`config.mk`:
```
export PLATFORM = sky130hd
export DESIGN_NAME = dtc_top
export DESIGN_NICKNAME = d
export VERILOG_FILES = /design/src/inc/dtc_pkg.sv /design/src/core/dtc_top.sv
export SDC_FILE = /design/constraint.sdc
export NUM_CORES = 1
export LEC_CHECK = 0
export ABC_CLOCK_PERIOD_IN_PS = 6400
export BUFFER_PORTS_ARGS = -buffer_cell sky130_fd_sc_hd__buf_2
export CAP_MARGIN = 0
export CORE_MARGIN = 2
export CORE_UTILIZATION = 55
export DETAILED_ROUTE_END_ITERATION = 8
export PLACE_DENSITY = 0.78
export SLEW_MARGIN = 20
export SYNTH_ARGS = -nofsm -noshare
export SYNTH_HDL_FRONTEND = slang
export SYNTH_SLANG_ARGS = --single-unit
export TNS_END_PERCENT = 100
```
`constraint.sdc`:
```
create_clock -name ref_clk_i -period 6.4 [get_ports ref_clk_i]
set_input_delay 1.92 -clock ref_clk_i [delete_from_list [all_inputs] [get_ports ref_clk_i]]
set_output_delay 1.92 -clock ref_clk_i [all_outputs]
set_load 0.01 [all_outputs]
```
`src/inc/dtc_pkg.sv`:
```
// dual timer/counter: register map, field layout, reset values and state type
// assumes byte addressing on apb; register index times four gives the byte address
package dtc_pkg;

	// ----------------------------------------------------------------
	// bus and register map
	// ----------------------------------------------------------------
	localparam int ADDR_W = 12;
	localparam int DATA_W = 32;
	localparam logic [7:0] IDX_RUN_CTRL = 8'h88;
	localparam logic [7:0] IDX_MODE_SEL = 8'h89;
	localparam logic [7:0] IDX_T0_LOW = 8'h8a;
	localparam logic [7:0] IDX_T1_LOW = 8'h8b;
	localparam logic [7:0] IDX_T0_HIGH = 8'h8c;
	localparam logic [7:0] IDX_T1_HIGH = 8'h8d;
	localparam logic [7:0] IDX_CLK_CTRL = 8'h8e;
	localparam logic [7:0] IDX_IRQ_STS = 8'h80;
	localparam logic [7:0] IDX_IRQ_MSK = 8'h81;

	// ----------------------------------------------------------------
	// field positions
	// ----------------------------------------------------------------
	localparam int MS_GATE1 = 7;
	localparam int MS_SRC1 = 6;
	localparam int MS_MODE1_HI = 5;
	localparam int MS_MODE1_LO = 4;
	localparam int MS_GATE0 = 3;
	localparam int MS_SRC0 = 2;
	localparam int MS_MODE0_HI = 1;
	localparam int MS_MODE0_LO = 0;
	localparam int CK_T1_DIRECT = 4;
	localparam int CK_T0_DIRECT = 3;
	localparam logic [7:0] CK_WMASK = 8'h18;
	localparam int RC_T1_FLAG = 7;
	localparam int RC_T1_RUN = 6;
	localparam int RC_T0_FLAG = 5;
	localparam int RC_T0_RUN = 4;
	localparam int IRQ_T0 = 0;
	localparam int IRQ_T1 = 1;
	localparam int LO13_W = 5;

	// ----------------------------------------------------------------
	// modes, reset values, timing
	// ----------------------------------------------------------------
	localparam logic [1:0] MODE_13 = 2'h0;
	localparam logic [1:0] MODE_16 = 2'h1;
	localparam logic [1:0] MODE_RELOAD = 2'h2;
	localparam logic [1:0] MODE_SPLIT = 2'h3;
	localparam logic [7:0] RST_BYTE = 8'h00;
	localparam int PRESC_DIV = 12;
	localparam int PRESC_W = 4;

	typedef struct packed {
		logic [2:0] sy_ext_irq0_pin;
		logic [2:0] sy_ext_irq1_pin;
		logic [2:0] sy_cnt0;
		logic [2:0] sy_cnt1;
		logic [PRESC_W-1:0] presc;
		logic [7:0] timer_mode_reg;
		logic [7:0] timer_clock_ctrl_reg;
		logic [7:0] t0_count_low;
		logic [7:0] t0_count_high;
		logic [7:0] t1_count_low;
		logic [7:0] t1_count_high;
		logic t0_run_bit;
		logic t1_run_bit;
		logic t0_overflow_flag;
		logic t1_overflow_flag;
		logic [1:0] irq_sts;
		logic [1:0] irq_msk;
		logic [DATA_W-1:0] prdata;
		logic pready;
		logic pslverr;
		logic irq;
	} dtc_state_t;

endpackage : dtc_pkg

```
`src/core/dtc_top.sv`:
```
// dual timer/counter with apb register access and one level interrupt
// assumes one clock; count and gate pins are asynchronous board inputs
//
// Behaviour
// - timer 1 counts when run set and, if gated, ext irq1 pin high.
// - timer 0 counts when run set and, if gated, ext irq0 pin high.
// - timer 1 select bit picks prescaled clock or falling edges of count pin.
// - timer 0 select bit picks prescaled clock or falling edges of count pin.
// - mode 00 is a 13-bit counter, mode 01 a 16-bit counter.
// - timer 1 mode 10: 8-bit low byte reloaded from high byte.
// - timer 0 mode 10: 8-bit low byte reloaded from high byte.
// - timer 1 mode 11 halts timer 1.
// - timer 0 mode 11 splits into two independent 8-bit units.
// - timer 0 count is two rw bytes, reset to zero.
// - timer 1 count is two rw bytes, reset to zero.
// - timer 1 clock mode bit: 0 divides clock by 12, 1 direct.
// - timer 0 clock mode bit: 0 divides clock by 12, 1 direct.
// - mode and clock control registers reset to zero.
// - clearing run bit halts a timer and keeps its count.
// - overflow sets flag; service entry clears it; software may set or clear.
//
// Register access over APB was decided locally.
`timescale 1ns/100ps
`default_nettype none

module dtc_top #(
	parameter int PRESC_DIV = dtc_pkg::PRESC_DIV
) (
	input wire logic ref_clk_i,
	input wire logic rst_n_i,
	input wire logic psel_i,
	input wire logic penable_i,
	input wire logic pwrite_i,
	input wire logic [dtc_pkg::ADDR_W-1:0] paddr_i,
	input wire logic [dtc_pkg::DATA_W-1:0] pwdata_i,
	input wire logic [3:0] pstrb_i,
	input wire logic ext_irq0_pin_i,
	input wire logic ext_irq1_pin_i,
	input wire logic t0_count_pin_i,
	input wire logic t1_count_pin_i,
	input wire logic t0_isr_ack_i,
	input wire logic t1_isr_ack_i,
	output logic [dtc_pkg::DATA_W-1:0] prdata_o,
	output logic pready_o,
	output logic pslverr_o,
	output logic irq_o
);

	// the prescaler counter is PRESC_W bits wide: a divider above its range would wrap
	localparam logic [dtc_pkg::PRESC_W-1:0] PRESC_LAST = dtc_pkg::PRESC_W'(PRESC_DIV - 1);

	dtc_pkg::dtc_state_t s_r;
	dtc_pkg::dtc_state_t s_nxt;

	// ----------------------------------------------------------------
	// helpers
	// ----------------------------------------------------------------

	// byte address of a register from its index
	function automatic logic [dtc_pkg::ADDR_W-1:0] reg_addr(input logic [7:0] idx);
		reg_addr = dtc_pkg::ADDR_W'({idx, 2'h0});
	endfunction : reg_addr

	// 8-bit increment with carry out, shared by both halves of split mode
	function automatic logic [8:0] dtc_inc8(input logic [7:0] v);
		dtc_inc8 = {1'b0, v} + 9'h001;
	endfunction : dtc_inc8

	// falling edge seen between synchroniser stages two and three
	function automatic logic dtc_fall(input logic [2:0] sy);
		dtc_fall = sy[2] & ~sy[1];
	endfunction : dtc_fall

	// one increment in the given mode; returns {overflow, high, low}
	function automatic logic [16:0] dtc_step(input logic [1:0] md, input logic [7:0] hi,
		input logic [7:0] lo);
		logic [13:0] c13;
		logic [16:0] c16;
		logic [8:0] c8;
		c13 = {1'b0, hi, lo[dtc_pkg::LO13_W-1:0]} + 14'h0001;
		c16 = {1'b0, hi, lo} + 17'h00001;
		c8 = dtc_inc8(lo);
		case (md)
			dtc_pkg::MODE_13: begin
				// upper low-byte bits are left alone in 13-bit mode
				dtc_step = {c13[13], c13[12:5], lo[7:5], c13[4:0]};
			end
			dtc_pkg::MODE_16: begin
				dtc_step = c16;
			end
			dtc_pkg::MODE_RELOAD: begin
				dtc_step = {c8[8], hi, (c8[8] ? hi : c8[7:0])};
			end
			default: begin
				dtc_step = {1'b0, hi, lo};
			end
		endcase
	endfunction : dtc_step

	// ----------------------------------------------------------------
	// next state
	// ----------------------------------------------------------------
	logic tick12;
	logic lvl_ext_irq0_pin;
	logic lvl_ext_irq1_pin;
	logic fall_cnt0;
	logic fall_cnt1;
	logic clk0_tick;
	logic clk1_tick;
	logic src0;
	logic src1;
	logic run0;
	logic run1;
	logic ovf0;
	logic ovf1;
	logic c1;
	logic [8:0] sum;
	logic [16:0] stp;
	logic setup;
	logic wr;
	logic [7:0] wd;
	logic hit;
	logic [7:0] rd;

	always_comb begin
		s_nxt = s_r;
		c1 = 1'b0;
		sum = '0;
		stp = '0;
		ovf0 = 1'b0;
		ovf1 = 1'b0;
		// first stage feeds only the second; edges come from stages two and three
		s_nxt.sy_ext_irq0_pin = {s_r.sy_ext_irq0_pin[1:0], ext_irq0_pin_i};
		s_nxt.sy_ext_irq1_pin = {s_r.sy_ext_irq1_pin[1:0], ext_irq1_pin_i};
		s_nxt.sy_cnt0 = {s_r.sy_cnt0[1:0], t0_count_pin_i};
		s_nxt.sy_cnt1 = {s_r.sy_cnt1[1:0], t1_count_pin_i};
		lvl_ext_irq0_pin = s_r.sy_ext_irq0_pin[1];
		lvl_ext_irq1_pin = s_r.sy_ext_irq1_pin[1];
		fall_cnt0 = dtc_fall(s_r.sy_cnt0);
		fall_cnt1 = dtc_fall(s_r.sy_cnt1);

		// ----------------------------------------------------------------
		// clock paths and run qualification
		// ----------------------------------------------------------------

		// shared divide-by-twelve prescaler, free running
		tick12 = (s_r.presc == PRESC_LAST);
		s_nxt.presc = tick12 ? '0 : s_r.presc + 1'b1;
		clk0_tick = s_r.timer_clock_ctrl_reg[dtc_pkg::CK_T0_DIRECT] | tick12;
		clk1_tick = s_r.timer_clock_ctrl_reg[dtc_pkg::CK_T1_DIRECT] | tick12;
		src0 = s_r.timer_mode_reg[dtc_pkg::MS_SRC0] ? fall_cnt0 : clk0_tick;
		src1 = s_r.timer_mode_reg[dtc_pkg::MS_SRC1] ? fall_cnt1 : clk1_tick;
		run0 = s_r.t0_run_bit & (~s_r.timer_mode_reg[dtc_pkg::MS_GATE0] | lvl_ext_irq0_pin);
		run1 = s_r.t1_run_bit & (~s_r.timer_mode_reg[dtc_pkg::MS_GATE1] | lvl_ext_irq1_pin);

		// ----------------------------------------------------------------
		// timer 0
		// ----------------------------------------------------------------
		if (s_r.timer_mode_reg[dtc_pkg::MS_MODE0_HI:dtc_pkg::MS_MODE0_LO] ==
			dtc_pkg::MODE_SPLIT) begin
			if (run0 && src0) begin
				sum = dtc_inc8(s_r.t0_count_low);
				{ovf0, s_nxt.t0_count_low} = sum;
			end
			// high half is a plain timer: no gate, no pin, timer 1 run bit
			if (s_r.t1_run_bit && clk0_tick) begin
				sum = dtc_inc8(s_r.t0_count_high);
				{ovf1, s_nxt.t0_count_high} = sum;
			end
		end else if (run0 && src0) begin
			stp = dtc_step(s_r.timer_mode_reg[dtc_pkg::MS_MODE0_HI:dtc_pkg::MS_MODE0_LO],
				s_r.t0_count_high, s_r.t0_count_low);
			{ovf0, s_nxt.t0_count_high, s_nxt.t0_count_low} = stp;
		end

		// ----------------------------------------------------------------
		// timer 1
		// ----------------------------------------------------------------
		if (run1 && src1 &&
			s_r.timer_mode_reg[dtc_pkg::MS_MODE1_HI:dtc_pkg::MS_MODE1_LO] !=
			dtc_pkg::MODE_SPLIT) begin
			stp = dtc_step(s_r.timer_mode_reg[dtc_pkg::MS_MODE1_HI:dtc_pkg::MS_MODE1_LO],
				s_r.t1_count_high, s_r.t1_count_low);
			{c1, s_nxt.t1_count_high, s_nxt.t1_count_low} = stp;
			// while timer 0 is split its high half owns timer 1's flag
			if (s_r.timer_mode_reg[dtc_pkg::MS_MODE0_HI:dtc_pkg::MS_MODE0_LO] !=
				dtc_pkg::MODE_SPLIT) begin
				ovf1 = c1;
			end
		end

		// ----------------------------------------------------------------
		// apb: setup cycle prepares the answer, access cycle commits writes
		// ----------------------------------------------------------------
		setup = psel_i & ~penable_i;
		wr = psel_i & penable_i & s_r.pready & pwrite_i & pstrb_i[0];
		wd = pwdata_i[7:0];
		hit = 1'b1;
		rd = '0;
		case (paddr_i)
			reg_addr(dtc_pkg::IDX_RUN_CTRL): begin
				rd[dtc_pkg::RC_T1_FLAG] = s_r.t1_overflow_flag;
				rd[dtc_pkg::RC_T1_RUN] = s_r.t1_run_bit;
				rd[dtc_pkg::RC_T0_FLAG] = s_r.t0_overflow_flag;
				rd[dtc_pkg::RC_T0_RUN] = s_r.t0_run_bit;
			end
			reg_addr(dtc_pkg::IDX_MODE_SEL): begin
				rd = s_r.timer_mode_reg;
			end
			reg_addr(dtc_pkg::IDX_T0_LOW): begin
				rd = s_r.t0_count_low;
			end
			reg_addr(dtc_pkg::IDX_T0_HIGH): begin
				rd = s_r.t0_count_high;
			end
			reg_addr(dtc_pkg::IDX_T1_LOW): begin
				rd = s_r.t1_count_low;
			end
			reg_addr(dtc_pkg::IDX_T1_HIGH): begin
				rd = s_r.t1_count_high;
			end
			reg_addr(dtc_pkg::IDX_CLK_CTRL): begin
				rd = s_r.timer_clock_ctrl_reg;
			end
			reg_addr(dtc_pkg::IDX_IRQ_STS): begin
				rd = {6'h00, s_r.irq_sts};
			end
			reg_addr(dtc_pkg::IDX_IRQ_MSK): begin
				rd = {6'h00, s_r.irq_msk};
			end
			default: begin
				// unmapped or misaligned: refused with an error, reads zero
				hit = 1'b0;
			end
		endcase
		s_nxt.pready = setup;
		s_nxt.pslverr = setup & ~hit;
		s_nxt.prdata = (setup && !pwrite_i) ? {24'h000000, rd} : '0;

		// a write to a count byte replaces any increment of that cycle
		if (wr) begin
			case (paddr_i)
				reg_addr(dtc_pkg::IDX_MODE_SEL): begin
					s_nxt.timer_mode_reg = wd;
				end
				reg_addr(dtc_pkg::IDX_T0_LOW): begin
					s_nxt.t0_count_low = wd;
				end
				reg_addr(dtc_pkg::IDX_T0_HIGH): begin
					s_nxt.t0_count_high = wd;
				end
				reg_addr(dtc_pkg::IDX_T1_LOW): begin
					s_nxt.t1_count_low = wd;
				end
				reg_addr(dtc_pkg::IDX_T1_HIGH): begin
					s_nxt.t1_count_high = wd;
				end
				reg_addr(dtc_pkg::IDX_CLK_CTRL): begin
					// only the two clock mode bits are kept here
					s_nxt.timer_clock_ctrl_reg = wd & dtc_pkg::CK_WMASK;
				end
				reg_addr(dtc_pkg::IDX_IRQ_MSK): begin
					s_nxt.irq_msk = wd[1:0];
				end
				reg_addr(dtc_pkg::IDX_RUN_CTRL): begin
					s_nxt.t0_run_bit = wd[dtc_pkg::RC_T0_RUN];
					s_nxt.t1_run_bit = wd[dtc_pkg::RC_T1_RUN];
					s_nxt.t0_overflow_flag = wd[dtc_pkg::RC_T0_FLAG];
					s_nxt.t1_overflow_flag = wd[dtc_pkg::RC_T1_FLAG];
				end
				default: begin
				end
			endcase
		end

		// ----------------------------------------------------------------
		// flags and interrupt: a new overflow beats any clear
		// ----------------------------------------------------------------
		if (t0_isr_ack_i) begin
			s_nxt.t0_overflow_flag = 1'b0;
		end
		if (t1_isr_ack_i) begin
			s_nxt.t1_overflow_flag = 1'b0;
		end
		if (ovf0) begin
			s_nxt.t0_overflow_flag = 1'b1;
		end
		if (ovf1) begin
			s_nxt.t1_overflow_flag = 1'b1;
		end
		hit = wr && (paddr_i == reg_addr(dtc_pkg::IDX_IRQ_STS));
		s_nxt.irq_sts = (s_r.irq_sts & ~(hit ? wd[1:0] : 2'h0)) | {ovf1, ovf0};
		s_nxt.irq = |(s_nxt.irq_sts & s_nxt.irq_msk);
	end

	// ----------------------------------------------------------------
	// state register
	// ----------------------------------------------------------------
	always_ff @(posedge ref_clk_i or negedge rst_n_i) begin
		if (!rst_n_i) begin
			s_r <= '0;
			s_r.timer_mode_reg <= dtc_pkg::RST_BYTE;
			s_r.timer_clock_ctrl_reg <= dtc_pkg::RST_BYTE;
			s_r.t0_count_low <= dtc_pkg::RST_BYTE;
			s_r.t0_count_high <= dtc_pkg::RST_BYTE;
			s_r.t1_count_low <= dtc_pkg::RST_BYTE;
			s_r.t1_count_high <= dtc_pkg::RST_BYTE;
		end else begin
			s_r <= s_nxt;
		end
	end

	assign prdata_o = s_r.prdata;
	assign pready_o = s_r.pready;
	assign pslverr_o = s_r.pslverr;
	assign irq_o = s_r.irq;

endmodule : dtc_top

`default_nettype wire

```
Word-level counts from Yosys, hierarchy flattened:

Cells that the tools add are included.

* flip-flop bits (word level): 75
* output and inout port bits: 35
* logic and storage cells: 126

* $add $sub $neg: 8
* equal/unequal tests: 17
* muxes and demuxes: 36
* bitwise operators: 24
* reductions and logical operators: 20

Operators with widths (count)
* == test 12 x 10 -> 1 bit, second input constant: 9
* one-hot mux 17 bit (3 select lines): 2
* 2-to-1 mux 8 bit: 9
* 2-to-1 mux 16 bit: 3
* 2-to-1 mux 36 bit: 1
* adder 16 x 1 -> 17 bit, second input constant: 2
* one-hot mux 4 bit (8 select lines): 1
* adder 13 x 1 -> 14 bit, second input constant: 2
* one-hot mux 4 bit (7 select lines): 1
* adder 8 x 1 -> 9 bit, second input constant: 3
* 2-to-1 mux 1 bit: 14
* nonzero test 3 bit: 4
* bitwise AND 1 bit: 10
* AND reduction 2 bit: 5
* OR reduction 9 bit: 1
* 2-to-1 mux 4 bit: 2
* == test 2 bit, second input constant: 3
* logical AND 1 bit: 6
* 2-to-1 mux 2 bit: 3
* NOT 1 bit: 6
* adder 4 x 1 -> 4 bit, second input constant: 1
* bitwise AND 2 bit: 2
* == test 2 x 1 -> 1 bit, second input constant: 2
* == test 4 bit, second input constant: 1
* other kinds (7): 12

Longest topological paths before layout:

* depth after elaboration: 11
* mapped depth: 10

Least setup slack after synthesis:

Ideal clock, no wire load.

* kind: input-to-reg
* start point: input port paddr_i[7] in the netlist's numbering
* end point: register s_r[53] in the netlist's numbering
* data arrival time: 3422 ps
* path slack: 2860 ps
* stages: 8
* buffers on the path: 2
* cells stage by stage: nor4b_4 > nand2_2 > nor4_4 > and2_1 > buf_2 > buf_4 > nor3_1 > a21o_1

RTL lines
* start, declared: RTL line dtc_top.sv:34 `input wire logic [dtc_pkg::ADDR_W-1:0] paddr_i,`
* end signal, assigned: RTL line dtc_top.sv:309 `s_r <= s_nxt;`
* end, declared: RTL line dtc_top.sv:52 `dtc_pkg::dtc_state_t s_r;`

==> results.yml <==
worst_setup_path:
  reg2regPathDepth: 7
  arrival_ps: 4010
  cp-start-kind: "input pin"
  r2r_slack_ps: 3540
  critical_path_class: "in2reg"
  endpoint_kind: "flip-flop"
  critPathMaxStageDelay_ps: 650
  rr_endpoint: "irq_o"
  slowest_stage: "and3_1"
  r2r_start: "s_r[51]"
  crit_chain: "buf_2, nor4_4, and4_1, and3_1, a41o_1, a211oi_1, a211o_1"
  crit_fanout: 19
  worst_ep_required_time_ps: 6650
power_and_ir_drop:
  leakage_nw: 2.28
  powerDensity_mw_per_mm2: 168
  total_power_uw: 938
  vdd_drop_max_mv: 0.0903
global_routing:
  first_global_vias: 4689
  grt_max_degree: 76
  grt_usage_pct: 30.6
  antenna_found_initial: 0
  grt.overflow.total: 0
  grt_pass1_wl_um: 24600
yosys:
  synth-seq-cells: 75
  async_flop_share_pct: 100
  ys.flop_type: "dfrtp_1"
  synth_area_leaders: "dfrtp_1 35%, buf_4 4.6%, mux2_2 4.2%"
  syn_inst: 626
  yosys.area_share.simple_pct: 25.1
  syn_area_mm2: 0.00537
  ys_seq_area_share_pct: 34.9
  synth-compound-area-share_pct: 21.2
  synth_top_family_by_area: "simple AND/OR/NAND/NOR gates"
  synth_top_area_share_pct: 34.9
  synthXorXnorAreaFrac_pct: 1.30
  synth_cell_types: 75
  synthMuxAreaShare_pct: 6.99
  yosys.area.top_type: "dfrtp_1"
  yosys_warnings: 0
  synth_edf_count: 0
  synth_fa_ha_area_share_pct: 0.932
  avgSynthCellArea_um2: 8.58
drt:
  initialDrtViolationCount: 634
  drc: 0
  drtPass1Iterations: 9
  wl_per_cell_um: 20.1
  ant_nets: 0
  vias: 5067
  via_per_inst: 6.63
  routed_wl_um: 15400
clock_tree:
  cts_tree: "yes"
  clock_latency_ps: 370
  cts_sinks: 75
  post_cts_buffers: 0
  hold_buffers: 0
  cts_root_buffer: "clkbuf_8"
  path_clk_slew_ps: 90
  cts_max_path_buffers: 2
  cts_resized: 0
  numCtsBuffers: 9
  h-tree-depth: 3
cells_and_area:
  fin_cells: 764
  ff_latch_area_mm2: 0.00188
  final_common_cell: "dfrtp_1"
  utilization_pct: 58.1
  final_cell_mix: "75 x dfrtp_1, 53 x nand2_1, 43 x o21ai_0, 41 x buf_2, 37 x nor2_1"
  nFillCells: 891
  diodes: 0
  syn_to_final_growth_pct: 4.26
  multi_input_area_mm2: 0.00307
  layout-drive-gt1-share_pct: 15.4
  layout.nets: 689
  stdcell_area_mm2: 0.00560
timing:
  fin_tns_setup_ps: 0
  finalHoldViolCount: 0
  layout_setup_ws_ps: 2640
  fmax_mhz: 266
  drv_slew: 0
  fin_crit_ps: 3760
  worstMarginPinSlew_ps: 966
  setup_viol: 0
  fin_crit_sh_pct: 58.8
  rsz0062_at_grt: "false"
  whs_ps: 355
  slew_headroom_pct: 35.6
  fin_worst_skew_ps: 13.1
die:
  fp.dieArea_mm2: 0.0106
  core_mm2: 0.00964
  ios: 94
  placementRows: 36
  die_w_um: 103
  die_h_um: 103
  start_util_pct: 55.7
place:
  dpl.hpwl_um: 10600
  gp_congestion: 0.957
  placed_cells: 748
  io_buffer_count: 42
  place_ws_ps: 2310
  placed_area_mm2: 0.00539
min_path:
  hold-path-endpoint: "s_nxt[100]"
  hp-start: "s_nxt[99]"
  hold_path_depth: 0
  hold_class: "reg2reg"
flow_run:
  max_cap_violations: 0
outcome:
  outcome: "completed"
-- per-layer routing --
metal / routed length, um / vias to the layer above / track usage, %
met5: 0 / - / 0
met4: 511 / 0 / 11.0
met3: 1500 / 55 / 6.71
met2: 7270 / 292 / 49.2
met1: 6090 / 2435 / 40.8
li1: - / 2285 / -
-- cells in the mapped netlist (5+ instances only) --
| cell type | instances |
|---|---|
| dfrtp_1 | 75 |
| nand2_1 | 53 |
| o21ai_0 | 43 |
| nor2_1 | 37 |
| a21oi_1 | 35 |
| buf_4 | 33 |
| nand3_1 | 31 |
| nor3_1 | 29 |
| clkbuf_1 | 24 |
| mux2_2 | 20 |
| nand4_1 | 16 |
| inv_1 | 14 |
| a31oi_1 | 12 |
| and3_1 | 12 |
| mux2i_1 | 12 |
| buf_2 | 11 |
| a22oi_1 | 10 |
| a21o_1 | 8 |
| nand2b_1 | 8 |
| and4_1 | 6 |
| nor2b_1 | 6 |
| o21a_1 | 6 |
| or3_1 | 6 |
| and2_1 | 5 |
| nor4_1 | 5 |
| o2bb2ai_1 | 5 |
| o31ai_1 | 5 |
| xor2_1 | 5 |
-- state kept, by name (all words and copies together) (netlist names) --
signal and flops:
s_nxt 6, prdata_o 8, pready_o 1, s_r 56, pslverr_o 1, irq_o 1, lvl_ext_irq1_pin 1, lvl_ext_irq0_pin 1
-- worst max path at each step --
stage	slack [ps]	depth (start not counted)	start	endpoint
floorplan	2860	8	paddr_i[7]	s_r[53]
global placement	2330	7	paddr_i[7]	s_r[65]
detailed placement	2310	7	paddr_i[11]	s_r[65]
CTS	2670	7	paddr_i[11]	s_r[65]
global route	2500	7	paddr_i[11]	s_r[65]
finish	2640	7	paddr_i[11]	s_r[65]
-- critical path, delay by kind of cell --
kind / cells / cell delay [ps]
AOI/OAI and AO/OA: 3 / 560
buffers and inverters: 1 / 110
and+or+nand+nor: 3 / 1420
-- layout make-up --
class | instances | area share, %
multi-input combinational | 482 | 54.8
tap | 133 | 2.97
clock inverter | 6 | 1.27
clock buffer | 10 | 2.46
sequential | 75 | 33.5
timing repair buffer | 43 | 3.93
inverter | 15 | 1.01
-- cell families after synthesis --
group | count (synthesis)
compound gates | 171
xor+xnor | 8
other cells | 1
flops | 75
mux | 34
fa+ha+maj | 4
buf+inv | 92
simple gates | 241
-- where the power goes --
group	internal, mW	leakage [nW]	switching, mW
Clock	0.194	0.0995	0.205
Combinational	0.0157	1.31	0.0418
Sequential	0.478	0.878	0.00362
Total	0.688	2.28	0.250
Note: power is estimated with default switching activity, not from simulation.
